## config.mk

```make
export PLATFORM = sky130hd
export DESIGN_NAME = t2_timer
export DESIGN_NICKNAME = d
export VERILOG_FILES = /design/src/hw/t2_pkg.sv /design/src/hw/t2_edge_sync.sv /design/src/hw/t2_timer.sv
export VERILOG_INCLUDE_DIRS = /design/src /design/src/hw
export SDC_FILE = /design/constraint.sdc
export NUM_CORES = 1
export LEC_CHECK = 0
export ABC_AREA = 1
export BUFFER_PORTS_ARGS = -buffer_cell sky130_fd_sc_hd__buf_2
export CAP_MARGIN = 20
export CORE_MARGIN = 2
export CORE_UTILIZATION = 45
export DETAILED_ROUTE_END_ITERATION = 7
export PLACE_DENSITY = 0.69
export SYNTH_ARGS = -nofsm -noshare
export SYNTH_HDL_FRONTEND = slang
export SYNTH_SLANG_ARGS = --single-unit
export TNS_END_PERCENT = 30
```

## constraint.sdc

```tcl
create_clock -name clk -period 2.1 [get_ports clk]
set_input_delay 0 -clock clk [delete_from_list [all_inputs] [get_ports clk]]
set_output_delay 0 -clock clk [all_outputs]
set_load 0.02 [all_outputs]
```

## src/hw/t2_defines.svh

```systemverilog
// register offsets, field positions, reset values and tick counts
// assumes a 32-bit classic Wishbone slave with byte addresses
`ifndef T2_DEFINES_SVH
`define T2_DEFINES_SVH

`define T2_ADR_CTRL     8'h00
`define T2_ADR_MODE     8'h04
`define T2_ADR_CNT_LO   8'h08
`define T2_ADR_CNT_HI   8'h0C
`define T2_ADR_RLD_LO   8'h10
`define T2_ADR_RLD_HI   8'h14
`define T2_ADR_IRQ_STS  8'h18
`define T2_ADR_IRQ_MSK  8'h1C

`define T2_CTRL_RST     8'h00
`define T2_MODE_RST     8'h00
`define T2_CNT_RST      16'h0000
`define T2_RLD_RST      16'h0000
`define T2_IRQ_RST      2'h0

`define T2_CTRL_OVF_BIT 7
`define T2_CTRL_EXT_BIT 6
`define T2_STS_OVF_BIT  0
`define T2_STS_EXT_BIT  1
`define T2_MODE_MASK    8'h06

// last prescaler value: timer rate is osc/12 or osc/6, fast rate
// (baud and clock-out) is osc/2 or osc/1 so that clock-out gives
// osc / (n * (65536 - reload)) with n = 4 or 2
`define T2_DIV_SLOW12   4'hB
`define T2_DIV_SLOW6    4'h5
`define T2_DIV_FAST12   4'h1
`define T2_DIV_FAST6    4'h0
`define T2_CNT_MAX      16'hFFFF

`endif

```

## src/hw/t2_pkg.sv

```systemverilog
// types shared by the timer 2 block
// assumes t2_defines.svh holds the numbers
package t2_pkg;

  // control register layout, bit 7 down to bit 0
  typedef struct packed {
    logic ovf_flag;
    logic ext_flag;
    logic rx_clk;
    logic tx_clk;
    logic ext_en;
    logic timer2_run;
    logic counter_timer_select;
    logic capture_sel;
  } t2_ctrl_t;

  // mode register layout
  typedef struct packed {
    logic [4:0] rsvd_hi;
    logic       six_clk;
    logic       clock_out_enable;
    logic       rsvd_lo;
  } t2_mode_t;

  typedef enum logic [1:0] {
    T2_F_RELOAD,
    T2_F_CAPTURE,
    T2_F_BAUD
  } t2_func_t;

  // events raised in one cycle
  typedef struct packed {
    logic ext;
    logic ovf;
  } t2_evt_t;

endpackage

```

## src/hw/t2_edge_sync.sv

```systemverilog
// two-flop synchroniser with falling-edge detect for a pin input
// assumes the pin is asynchronous to clk
`timescale 1ns/100ps
`default_nettype none
module t2_edge_sync (
  // clock and reset
  input  wire logic clk,
  input  wire logic rst_n,
  input  wire logic ce,
  // pin side
  input  wire logic pin_i,
  // synchronous side
  output logic      level_o,
  output logic      fall_o
);

  logic meta_q;
  logic meta_d;
  logic sync_q;
  logic sync_d;
  logic last_q;
  logic last_d;

  always_comb begin
    meta_d = pin_i;
    sync_d = meta_q;
    // third stage keeps the previous synchronised level
    last_d = sync_q;
  end

  always_ff @(posedge clk or negedge rst_n) begin
    if (!rst_n) begin
      meta_q <= 1'b1;
      sync_q <= 1'b1;
      last_q <= 1'b1;
    end else if (ce) begin
      meta_q <= meta_d;
      sync_q <= sync_d;
      last_q <= last_d;
    end
  end

  assign level_o = sync_q;
  // edge is judged on the second and third stage only, never the first
  assign fall_o  = last_q & ~sync_q;

endmodule
`default_nettype wire

```

## src/hw/t2_timer.sv

```systemverilog
// timer/counter 2: auto-reload, capture, baud ticks and clock-out
// assumes a classic Wishbone master and asynchronous pins
//
// The implementer's own choices: the Wishbone register port and the address map.
`timescale 1ns/100ps
`default_nettype none
`include "t2_defines.svh"
module t2_timer
  import t2_pkg::*;
(
  // clock and reset
  input  wire logic        clk,
  input  wire logic        rst_n,
  input  wire logic        ce,
  // wishbone slave
  input  wire logic        wb_cyc_i,
  input  wire logic        wb_stb_i,
  input  wire logic        wb_we_i,
  input  wire logic [7:0]  wb_adr_i,
  input  wire logic [3:0]  wb_sel_i,
  input  wire logic [31:0] wb_dat_i,
  output logic      [31:0] wb_dat_o,
  output logic             wb_ack_o,
  // interrupt
  output logic             irq_o,
  // clock pin, count input or clock-out
  input  wire logic        clk_pin_i,
  output logic             clk_pin_o,
  output logic             clk_pin_oe,
  // external trigger pin
  input  wire logic        trig_pin_i,
  // baud ticks to the serial port
  output logic             rx_baud_tick_o,
  output logic             tx_baud_tick_o
);

  function automatic logic [3:0] div_last(input logic fast,
                                          input logic six);
    if (fast) begin
      div_last = six ? `T2_DIV_FAST6 : `T2_DIV_FAST12;
    end else begin
      div_last = six ? `T2_DIV_SLOW6 : `T2_DIV_SLOW12;
    end
  endfunction

  t2_ctrl_t    ctrl_q;
  t2_ctrl_t    ctrl_d;
  t2_mode_t    mode_q;
  t2_mode_t    mode_d;
  logic [15:0] cnt_q;
  logic [15:0] cnt_d;
  logic [15:0] rld_q;
  logic [15:0] rld_d;
  logic [3:0]  pre_q;
  logic [3:0]  pre_d;
  logic [1:0]  sts_q;
  logic [1:0]  sts_d;
  logic [1:0]  msk_q;
  logic [1:0]  msk_d;
  logic        pin_q;
  logic        pin_d;
  logic        oe_q;
  logic        oe_d;
  logic        rx_q;
  logic        rx_d;
  logic        tx_q;
  logic        tx_d;
  logic        irq_q;
  logic        irq_d;
  logic        ack_q;
  logic        ack_d;
  logic [31:0] dat_q;
  logic [31:0] dat_d;

  logic        cnt_fall;
  logic        trg_fall;
  t2_evt_t     evt;
  t2_func_t    func;
  logic [1:0]  sts_clr;
  logic        baud;
  logic        clk_out;
  logic        fast;
  logic        step;
  logic        ovf;
  logic        trig;
  logic        access;
  logic        wr;

  t2_edge_sync u_cnt_sync (
    .clk     (clk),
    .rst_n   (rst_n),
    .ce      (ce),
    .pin_i   (clk_pin_i),
    .level_o (),
    .fall_o  (cnt_fall)
  );

  t2_edge_sync u_trg_sync (
    .clk     (clk),
    .rst_n   (rst_n),
    .ce      (ce),
    .pin_i   (trig_pin_i),
    .level_o (),
    .fall_o  (trg_fall)
  );

  always_comb begin
    ctrl_d  = ctrl_q;
    mode_d  = mode_q;
    cnt_d   = cnt_q;
    rld_d   = rld_q;
    pre_d   = pre_q;
    msk_d   = msk_q;
    pin_d   = pin_q;
    rx_d    = 1'b0;
    tx_d    = 1'b0;
    ack_d   = 1'b0;
    dat_d   = 32'h0000_0000;
    evt     = '0;
    sts_clr = 2'h0;
    step    = 1'b0;

    baud    = ctrl_q.rx_clk | ctrl_q.tx_clk;
    clk_out = mode_q.clock_out_enable;
    fast    = baud | clk_out;
    // clock-out forces reload behaviour unless baud is set, capture has no meaning there
    if (baud) begin
      func = T2_F_BAUD;
    end else if (ctrl_q.capture_sel && !clk_out) begin
      func = T2_F_CAPTURE;
    end else begin
      func = T2_F_RELOAD;
    end

    // counting only while run is set, software starts it
    if (ctrl_q.timer2_run) begin
      if (ctrl_q.counter_timer_select) begin
        step = cnt_fall;
      // a rate change can leave the prescaler past its new end value
      end else if (pre_q >= div_last(fast, mode_q.six_clk)) begin
        pre_d = 4'h0;
        step  = 1'b1;
      end else begin
        pre_d = pre_q + 4'h1;
      end
    end

    ovf  = step && (cnt_q == `T2_CNT_MAX);
    trig = ctrl_q.ext_en && trg_fall;

    if (step) begin
      cnt_d = cnt_q + 16'h0001;
    end

    if (ovf) begin
      case (func)
        T2_F_CAPTURE: begin
          cnt_d   = 16'h0000;
          evt.ovf = 1'b1;
        end
        T2_F_BAUD: begin
          cnt_d = rld_q;
          rx_d  = ctrl_q.rx_clk;
          tx_d  = ctrl_q.tx_clk;
        end
        default: begin
          cnt_d   = rld_q;
          evt.ovf = !clk_out;
        end
      endcase
      if (clk_out) begin
        pin_d = ~pin_q;
      end
    end

    if (trig) begin
      evt.ext = 1'b1;
      case (func)
        T2_F_CAPTURE: begin
          rld_d = cnt_q;
        end
        T2_F_RELOAD: begin
          cnt_d = rld_q;
        end
        default: begin
          // baud mode: the edge only raises its flag
          cnt_d = cnt_d;
        end
      endcase
    end

    // pin drives only in clock-out with internal counting
    oe_d = clk_out && !ctrl_q.counter_timer_select;

    access = wb_cyc_i && wb_stb_i && !ack_q;
    wr     = access && wb_we_i && wb_sel_i[0];
    if (access) begin
      ack_d = 1'b1;
      if (wb_adr_i == `T2_ADR_CTRL) begin
        dat_d[7:0] = ctrl_q;
        dat_d[`T2_CTRL_OVF_BIT] = sts_q[`T2_STS_OVF_BIT];
        dat_d[`T2_CTRL_EXT_BIT] = sts_q[`T2_STS_EXT_BIT];
      end else if (wb_adr_i == `T2_ADR_MODE) begin
        dat_d[7:0] = mode_q;
      end else if (wb_adr_i == `T2_ADR_CNT_LO) begin
        dat_d[7:0] = cnt_q[7:0];
      end else if (wb_adr_i == `T2_ADR_CNT_HI) begin
        dat_d[7:0] = cnt_q[15:8];
      end else if (wb_adr_i == `T2_ADR_RLD_LO) begin
        dat_d[7:0] = rld_q[7:0];
      end else if (wb_adr_i == `T2_ADR_RLD_HI) begin
        dat_d[7:0] = rld_q[15:8];
      end else if (wb_adr_i == `T2_ADR_IRQ_STS) begin
        dat_d[1:0] = sts_q;
        if (!wb_we_i) begin
          sts_clr = sts_q;
        end
      end else if (wb_adr_i == `T2_ADR_IRQ_MSK) begin
        dat_d[1:0] = msk_q;
      end
    end

    // software writes win over the counter's own update
    if (wr) begin
      if (wb_adr_i == `T2_ADR_CTRL) begin
        ctrl_d = t2_ctrl_t'(wb_dat_i[7:0]);
        ctrl_d.ovf_flag = 1'b0;
        ctrl_d.ext_flag = 1'b0;
      end else if (wb_adr_i == `T2_ADR_MODE) begin
        mode_d = t2_mode_t'(wb_dat_i[7:0] & `T2_MODE_MASK);
      end else if (wb_adr_i == `T2_ADR_CNT_LO) begin
        cnt_d[7:0] = wb_dat_i[7:0];
      end else if (wb_adr_i == `T2_ADR_CNT_HI) begin
        cnt_d[15:8] = wb_dat_i[7:0];
      end else if (wb_adr_i == `T2_ADR_RLD_LO) begin
        rld_d[7:0] = wb_dat_i[7:0];
      end else if (wb_adr_i == `T2_ADR_RLD_HI) begin
        rld_d[15:8] = wb_dat_i[7:0];
      end else if (wb_adr_i == `T2_ADR_IRQ_MSK) begin
        msk_d = wb_dat_i[1:0];
      end
    end

    // a new event in the clearing cycle stays set
    sts_d = (sts_q & ~sts_clr) | {evt.ext, evt.ovf};
    irq_d = |(sts_d & msk_d);
  end

  always_ff @(posedge clk or negedge rst_n) begin
    if (!rst_n) begin
      ctrl_q <= t2_ctrl_t'(`T2_CTRL_RST);
      mode_q <= t2_mode_t'(`T2_MODE_RST);
      cnt_q  <= `T2_CNT_RST;
      rld_q  <= `T2_RLD_RST;
      pre_q  <= 4'h0;
      sts_q  <= `T2_IRQ_RST;
      msk_q  <= `T2_IRQ_RST;
      pin_q  <= 1'b0;
      oe_q   <= 1'b0;
      rx_q   <= 1'b0;
      tx_q   <= 1'b0;
      irq_q  <= 1'b0;
      ack_q  <= 1'b0;
      dat_q  <= 32'h0000_0000;
    end else if (ce) begin
      ctrl_q <= ctrl_d;
      mode_q <= mode_d;
      cnt_q  <= cnt_d;
      rld_q  <= rld_d;
      pre_q  <= pre_d;
      sts_q  <= sts_d;
      msk_q  <= msk_d;
      pin_q  <= pin_d;
      oe_q   <= oe_d;
      rx_q   <= rx_d;
      tx_q   <= tx_d;
      irq_q  <= irq_d;
      ack_q  <= ack_d;
      dat_q  <= dat_d;
    end
  end

  assign wb_dat_o       = dat_q;
  assign wb_ack_o       = ack_q;
  assign irq_o          = irq_q;
  assign clk_pin_o      = pin_q;
  assign clk_pin_oe     = oe_q;
  assign rx_baud_tick_o = rx_q;
  assign tx_baud_tick_o = tx_q;

endmodule
`default_nettype wire

```

# Word-level counts from Yosys, hierarchy flattened
# Index checks and enable logic that the tools add are counted.
[classes]
n_reduce_logical = 18
bitwise_logic = 13
n_eq_ne = 10
add_sub_neg = 2
n_lt_le_gt_ge = 1
n_mux = 67
[op_table]
columns = ["operator", "count"]
rows = [
  ["$mux 16", 15],
  ["$mux 8", 12],
  ["$mux 2", 21],
  ["$eq 8x5->1 const B", 4],
  ["$mux 4", 5],
  ["$add 16x1->16 const B", 1],
  ["$eq 16x16->1 const B", 1],
  ["$eq 8x4->1 const B", 2],
  ["$mux 1", 12],
  ["$reduce_and 3->1", 3],
  ["$eq 8x3->1 const B", 1],
  ["$logic_and 1x1->1", 8],
  ["$logic_not 8->1", 1],
  ["$mux 6", 1],
  ["$not 1->1", 5],
  ["$add 4x1->4 const B", 1],
  ["$and 2x2->2", 2],
  ["$ge 4x4->1", 1],
  ["$reduce_and 4->1", 1],
  ["$logic_not 1->1", 3],
  ["$and 1x1->1", 2],
  ["$eq 2x1->1 const B", 1],
  ["$eq 2x2->1 const B", 1],
  ["$logic_not 2->1", 1],
  ["other kinds (5)", 6],
]
[totals]
word_cells = 137
regBits = 68
output_inout_bits = 38

# Logic depth before layout (Yosys ltp)
[logic_depth]
depth_word = 18
ltp_mapped = 18
mapped_depth_nobuf = 17

# By module
# From an unflattened synthesis, not the netlist that was laid out.
[hier_totals]
hier_cells = 765
area_unflattened_um2 = 5191.2
[modules_own_cells]
columns = ["module", "n_inst", "area_per_inst_um2", "cells_each", "seq_area_each_um2"]
rows = [
  ["t2_timer", 1, 4943.5, 735, 1551.5],
  ["t2_edge_sync", 2, 123.9, 15, 78.8],
]

# Least setup slack after synthesis
# OpenSTA, ideal clock, no wires.
[synth_timing]
path_type = "flip-flop to flip-flop"
start = "register ctrl_q[5] (netlist bit)"
end = "register cnt_q[10]"
path_stages_with_launch = 17
arrival_ns = 2.099
synth_period_minus_slack_ns = 2.219
slack_ns = -0.119
setup_time_ns = 0.120
cell_sequence = "dfrtp_1 > nor2_1 > nand2_1 > inv_1 > nand2_1 > ha_1 > a21oi_1 > nand3_1 > nand2_1 > nand2_1 > buf_2 > nand2_1 > o21ai_0 > inv_1 > nand3_1 > nand2_1 > a21oi_2"
[synth_via]
elab_chain_cells = 18
[synth_lines]
columns = ["item", "line", "rtl"]
rows = [
  ["start: declaration", "t2_timer.sv:46", "t2_ctrl_t ctrl_q;"],
  ["start signal: assignment", "t2_timer.sv:251", "ctrl_q <= t2_ctrl_t'(`T2_CTRL_RST);"],
  ["start signal: assignment", "t2_timer.sv:266", "ctrl_q <= ctrl_d;"],
  ["$or 1x1->1 *", "t2_timer.sv:123", "baud = ctrl_q.rx_clk | ctrl_q.tx_clk;"],
  ["$or 1x1->1", "t2_timer.sv:125", "fast = baud | clk_out;"],
  ["$mux 4", "t2_timer.sv:39", "if (fast) begin"],
  ["$mux 4", "t2_timer.sv:137", "if (ctrl_q.counter_timer_select) begin"],
  ["$mux 4", "t2_timer.sv:136", "if (ctrl_q.timer2_run) begin"],
  ["$ge 4x4->1", "t2_timer.sv:140", "end else if (pre_q >= div_last(fast, mode_q.six_clk)) begin"],
  ["$mux 1", "t2_timer.sv:140", ""],
  ["$mux 1", "t2_timer.sv:137", ""],
  ["[... 2 more ...]", "n/a", ""],
  ["$mux 16", "t2_timer.sv:155", "if (ovf) begin"],
  ["$mux 16", "t2_timer.sv:178", "case (func)"],
  ["$mux 16 *", "t2_timer.sv:176", "if (trig) begin"],
  ["$mux 8", "t2_timer.sv:233", "end else if (wb_adr_i == `T2_ADR_CNT_HI) begin"],
  ["$mux 8", "t2_timer.sv:231", "end else if (wb_adr_i == `T2_ADR_CNT_LO) begin"],
  ["$mux 16", "t2_timer.sv:229", "end else if (wb_adr_i == `T2_ADR_MODE) begin"],
  ["$mux 16", "t2_timer.sv:225", "if (wb_adr_i == `T2_ADR_CTRL) begin"],
  ["$mux 16 *", "t2_timer.sv:224", "if (wr) begin"],
  ["end signal: assignment", "t2_timer.sv:253", "cnt_q <= `T2_CNT_RST;"],
  ["end signal: assignment", "t2_timer.sv:268", "cnt_q <= cnt_d;"],
  ["end: declaration", "t2_timer.sv:50", "logic [15:0] cnt_q;"],
]
# Mark *: on every way between the ends. The rest lies on a longest branch, timed or not. The select of a mux whose other input is x is not followed.
# A chain may end at the register's enable or synchronous reset.

# Final worst setup path
[layout_timing]
start = "register ctrl_q[5] (netlist bit)"
end = "register cnt_q[13]"
# Same word-level chain as after synthesis.

==> parameters.txt <==
Parameter                              Value

Floorplanning
  Horiz. Die Dim    between 100 and 150 um
  Boundary Pins    90
  Die Outline Area    between 10000 and 15000 um^2
  Row Count    39
  Height of the die    111 um
  Initial Utilization    approximately 46%
  Placeable core area    11300 um^2

Layout
  Filler Cell Count    1082
  Number of antenna diodes    0
  Post-layout nets    931
  Area growth, synth to finish    24.5%
  Share of post-route cells with drive strength above 1    around 22%
  Final core occ    between 50 and 60%

Synth
  Ys flop type    sky130_fd_sc_hd__dfrtp_1
  Most frequent cells after synthesis    196 x sky130_fd_sc_hd__nand2_1, 103 x sky130_fd_sc_hd__inv_1, 67 x sky130_fd_sc_hd__o21ai_0
  Compound-cell area share of the yosys netlist    18.0%
  Number of enable-type register cells in the synthesized netlist    0
  Yosys reg bits    68
  Post-synth cell types    37
  Cells after synthesis    772
  Parity-gate share of the synthesized area counting xor and xnor cells    1.86%
  Largest area contributor in the synthesized netlist    sky130_fd_sc_hd__dfrtp_1
  Synth warn    0
  Post-synth design cell area    5170 um^2
  Fraction of the yosys area taken by sequential cells    about a third
  Synth area leaders    sky130_fd_sc_hd__dfrtp_1 30%, sky130_fd_sc_hd__nand2_1 14%, sky130_fd_sc_hd__inv_1 7.5%
  Post-synthesis mux area share    0%
  Most frequent cell after synthesis    sky130_fd_sc_hd__nand2_1
  Average size of a mapped cell    6.70 um^2
  Dominant combinational cell family by area after synthesis    simple AND/OR/NAND/NOR gates
  Async set or reset register ratio after synthesis    100%
  Basic-gate share of the synthesized area counting and, or, nand and nor cells    between 30% and 40%
  Share of the synthesized area in the top cell type    ~30%
  Post-synthesis adder-cell area fraction    ~1.5%

Route
  Iter 0 DRT Violations    553
  Antenna-violating nets left    0
  Via-to-Cell Ratio    5.35
  Total wire length after detailed routing    between 15000 and 20000 um
  Highest metal layer used by the detailed router    met4
  Length of routed wiring on met1    7270 um
  Met2 wirelength from detailed routing    7320 um
  Post-route DRC violation count    2
  Count of vias placed by the detailed router    ~5500
  Routed met3 length    ~1400 um
  Wire length per cell    16.1 um
  Pre-antenna DRT Iters    7

Timing
  Max-slew violation count    0
  Max_slew headroom    58.1%
  Final worst-path setup slack    -0.293 ns
  Fmax    0.418 GHz
  Layout Skew    0.00737 ns
  Clock period minus final worst setup slack    2.39 ns
  Post-Route Setup TNS    -3.92 ns
  Final worst-path cycle share    114%
  Unrepaired setup endpoints after global routing    yes
  Endpoints failing hold    0
  Worst Tran Pin Value    0.627 ns
  Final-report setup violation count    20

Clock network
  Num Clock Sinks    a little under 70
  Clock tree root buffer cell    sky130_fd_sc_hd__clkbuf_16
  Inserted Clock Buffers    9
  CTS clock-pin slew for the worst setup and hold paths    about 0.060 ns
  Count of H-tree levels built during CTS    3
  Clock tree from TritonCTS    yes
  Worst-Skew Late Latency    0.34 ns
  Clock Path Buffers    2

Global route
  Via count of the first global-routing pass    4889
  Total congestion overflow    0
  Total routing resource utilization after global routing    26.4%
  Pin count of the biggest net entering global routing    69
  Antenna violations before repair    0
  First-pass GRT wire length    26000 um

Setup path
  Startpoint Class    flop
  Crit Path Class    flop to flop
  Critical path required time    2.37 ns
  Depth of the worst register-to-register path    18
  CP Max Fanout    7
  Crit path capture type    flop
  Arr. time, crit path    2.67 ns

Pwr
  Maximum ir drop on the vdd rail    0.454 mV
  PD cells    732 nW/um^2
  Leakage power summed over all cells    3.38 nW

Hold path
  Worst hold path cell count    3
  Min-delay worst type    primary input to flop

Flow run
  Max-cap violations    0

Place
  Final estimated routing congestion in global placement    0.947
  Post-detail-place hpwl    11400 um
  Input/output buffers    38

Run status
  Status    finished, violations left
  Violations in the final reports    DRC, setup timing
[state kept, by name (all words and copies together) (netlist names), 2 cells and up]
register	cells
sts_q	2
wb_dat_o	8
rld_q	16
pre_q	4
cnt_q	16
ctrl_q	6
msk_q	2
[repair_timing]
| action | CTS | global route |
|---|---|---|
| pin swaps | 1 | 11 |
| hold buffers | 10 | 0 |
| setup buffers | 6 | 6 |
| resized for setup | 7 | 19 |
| hold endpoints to repair | 76 | 0 |
| setup endpoints to repair | 21 | 21 |
| gates cloned | 1 | 0 |
[kinds of logic after synthesis]
family | count (synthesis)
XOR/XNOR | 11
buffers and inverters | 176
adder cells (fa/ha/maj) | 6
flip-flops | 68
AND/OR/NAND/NOR | 354
AO/OA/AOI/OAI | 156
other | 1
[worst max-delay path: stages (launching register included)]
cell	delay (ns)
sky130_fd_sc_hd__dfrtp_1	0.39
sky130_fd_sc_hd__nor2_2	0.15
sky130_fd_sc_hd__nand2_2	0.08
sky130_fd_sc_hd__inv_2	0.08
sky130_fd_sc_hd__nand2_1	0.08
sky130_fd_sc_hd__ha_4	0.27
sky130_fd_sc_hd__nand2_1	0.04
sky130_fd_sc_hd__inv_1	0.04
sky130_fd_sc_hd__nand2_1	0.06
sky130_fd_sc_hd__nand3_2	0.11
sky130_fd_sc_hd__nand2_4	0.06
sky130_fd_sc_hd__buf_6	0.14
sky130_fd_sc_hd__a21oi_4	0.19
sky130_fd_sc_hd__buf_6	0.14
sky130_fd_sc_hd__buf_16	0.12
sky130_fd_sc_hd__nand4_1	0.07
sky130_fd_sc_hd__nand3_1	0.10
sky130_fd_sc_hd__nand2_1	0.07
sky130_fd_sc_hd__a21oi_2	0.12
[final cells by class]
type / instances / area, um^2 / share of cell area, %
tap: 143 / 179 / 2.78
timing repair buffer: 123 / 910 / 14.1
clock inverter: 6 / 88.8 / 1.38
clock buffer: 10 / 229 / 3.55
inverter: 120 / 453 / 7.03
multi-input combinational: 551 / 2870 / 44.6
sequential: 68 / 1710 / 26.5
[where the power goes]
group	internal (mW)	total (mW)	switching, mW
Sequential	1.46	1.58	0.124
Combinational	0.548	1.46	0.916
Clock	1.04	1.67	0.625
Total	3.05	4.71	1.67
[layout by cell type (no fill, tap or decap), types with 2 or more instances in the layout]
cell type,n
sky130_fd_sc_hd__a31oi_1,2
sky130_fd_sc_hd__nor2_2,3
sky130_fd_sc_hd__nor2_4,2
sky130_fd_sc_hd__a21oi_2,14
sky130_fd_sc_hd__o21ai_1,19
sky130_fd_sc_hd__o22ai_1,7
sky130_fd_sc_hd__nand2_2,8
sky130_fd_sc_hd__o211ai_1,34
sky130_fd_sc_hd__dlygate4sd3_1,10
sky130_fd_sc_hd__buf_6,3
sky130_fd_sc_hd__inv_1,101
sky130_fd_sc_hd__bufinv_16,2
sky130_fd_sc_hd__conb_1,24
sky130_fd_sc_hd__o21ai_0,64
sky130_fd_sc_hd__nand3_1,45
sky130_fd_sc_hd__inv_2,16
sky130_fd_sc_hd__nor2_1,62
sky130_fd_sc_hd__nor3_4,3
sky130_fd_sc_hd__a21oi_1,12
sky130_fd_sc_hd__clkinvlp_4,2
sky130_fd_sc_hd__ha_4,3
sky130_fd_sc_hd__buf_4,69
sky130_fd_sc_hd__nand2_4,4
sky130_fd_sc_hd__dfstp_2,6
sky130_fd_sc_hd__dfrtp_1,62
sky130_fd_sc_hd__nand4_2,2
sky130_fd_sc_hd__clkbuf_16,9
sky130_fd_sc_hd__buf_12,2
sky130_fd_sc_hd__nor3_1,7
sky130_fd_sc_hd__xor2_1,11
sky130_fd_sc_hd__nand4_1,23
sky130_fd_sc_hd__clkinv_1,2
sky130_fd_sc_hd__buf_2,38
sky130_fd_sc_hd__nand2_1,189
sky130_fd_sc_hd__o21a_1,2
sky130_fd_sc_hd__ha_1,3
sky130_fd_sc_hd__nand3_2,3
[path summary, 6_finish.rpt]
check / startpoint / end / slack, ns
hold / removal: wb_dat_i[1] / clk_out / 0.01
max in group asynchronous: rst_n / u_cnt_sync.meta_q / 1.55
setup reg to reg: ctrl_q[5] / cnt_q[13] / -0.29
setup / recovery: ctrl_q[5] / cnt_q[13] / -0.29
hold reg to reg: u_cnt_sync.meta_q / u_cnt_sync.meta_q / 0.47
min in group asynchronous: rst_n / wb_dat_o[5] / 0.21
[per-layer routing]
layer  global-route usage [%]  vias up
met5                        0        -
met4                     7.49        0
met3                     4.70       25
met2                     40.0      274
met1                     38.6     2498
li1                         -     2663
[stage by stage]
stage / cells / setup WS (ns) / hold WS, ns / cell area (um^2) / power [mW]
after floorplan: 795 / -0.00562 / -0.296 / 5330 / 2.52
after global placement: 983 / -0.153 / 0.0544 / 5840 / 2.98
after detailed placement: 983 / -0.199 / 0.0525 / 5840 / 2.99
after CTS: 1016 / -0.190 / 0.0127 / 6350 / 4.68
after global routing: 1021 / -0.424 / 0.00427 / 6440 / 4.93
final: 1021 / -0.293 / 0.0102 / 6440 / 4.71
(Power assumes the default switching activity.)
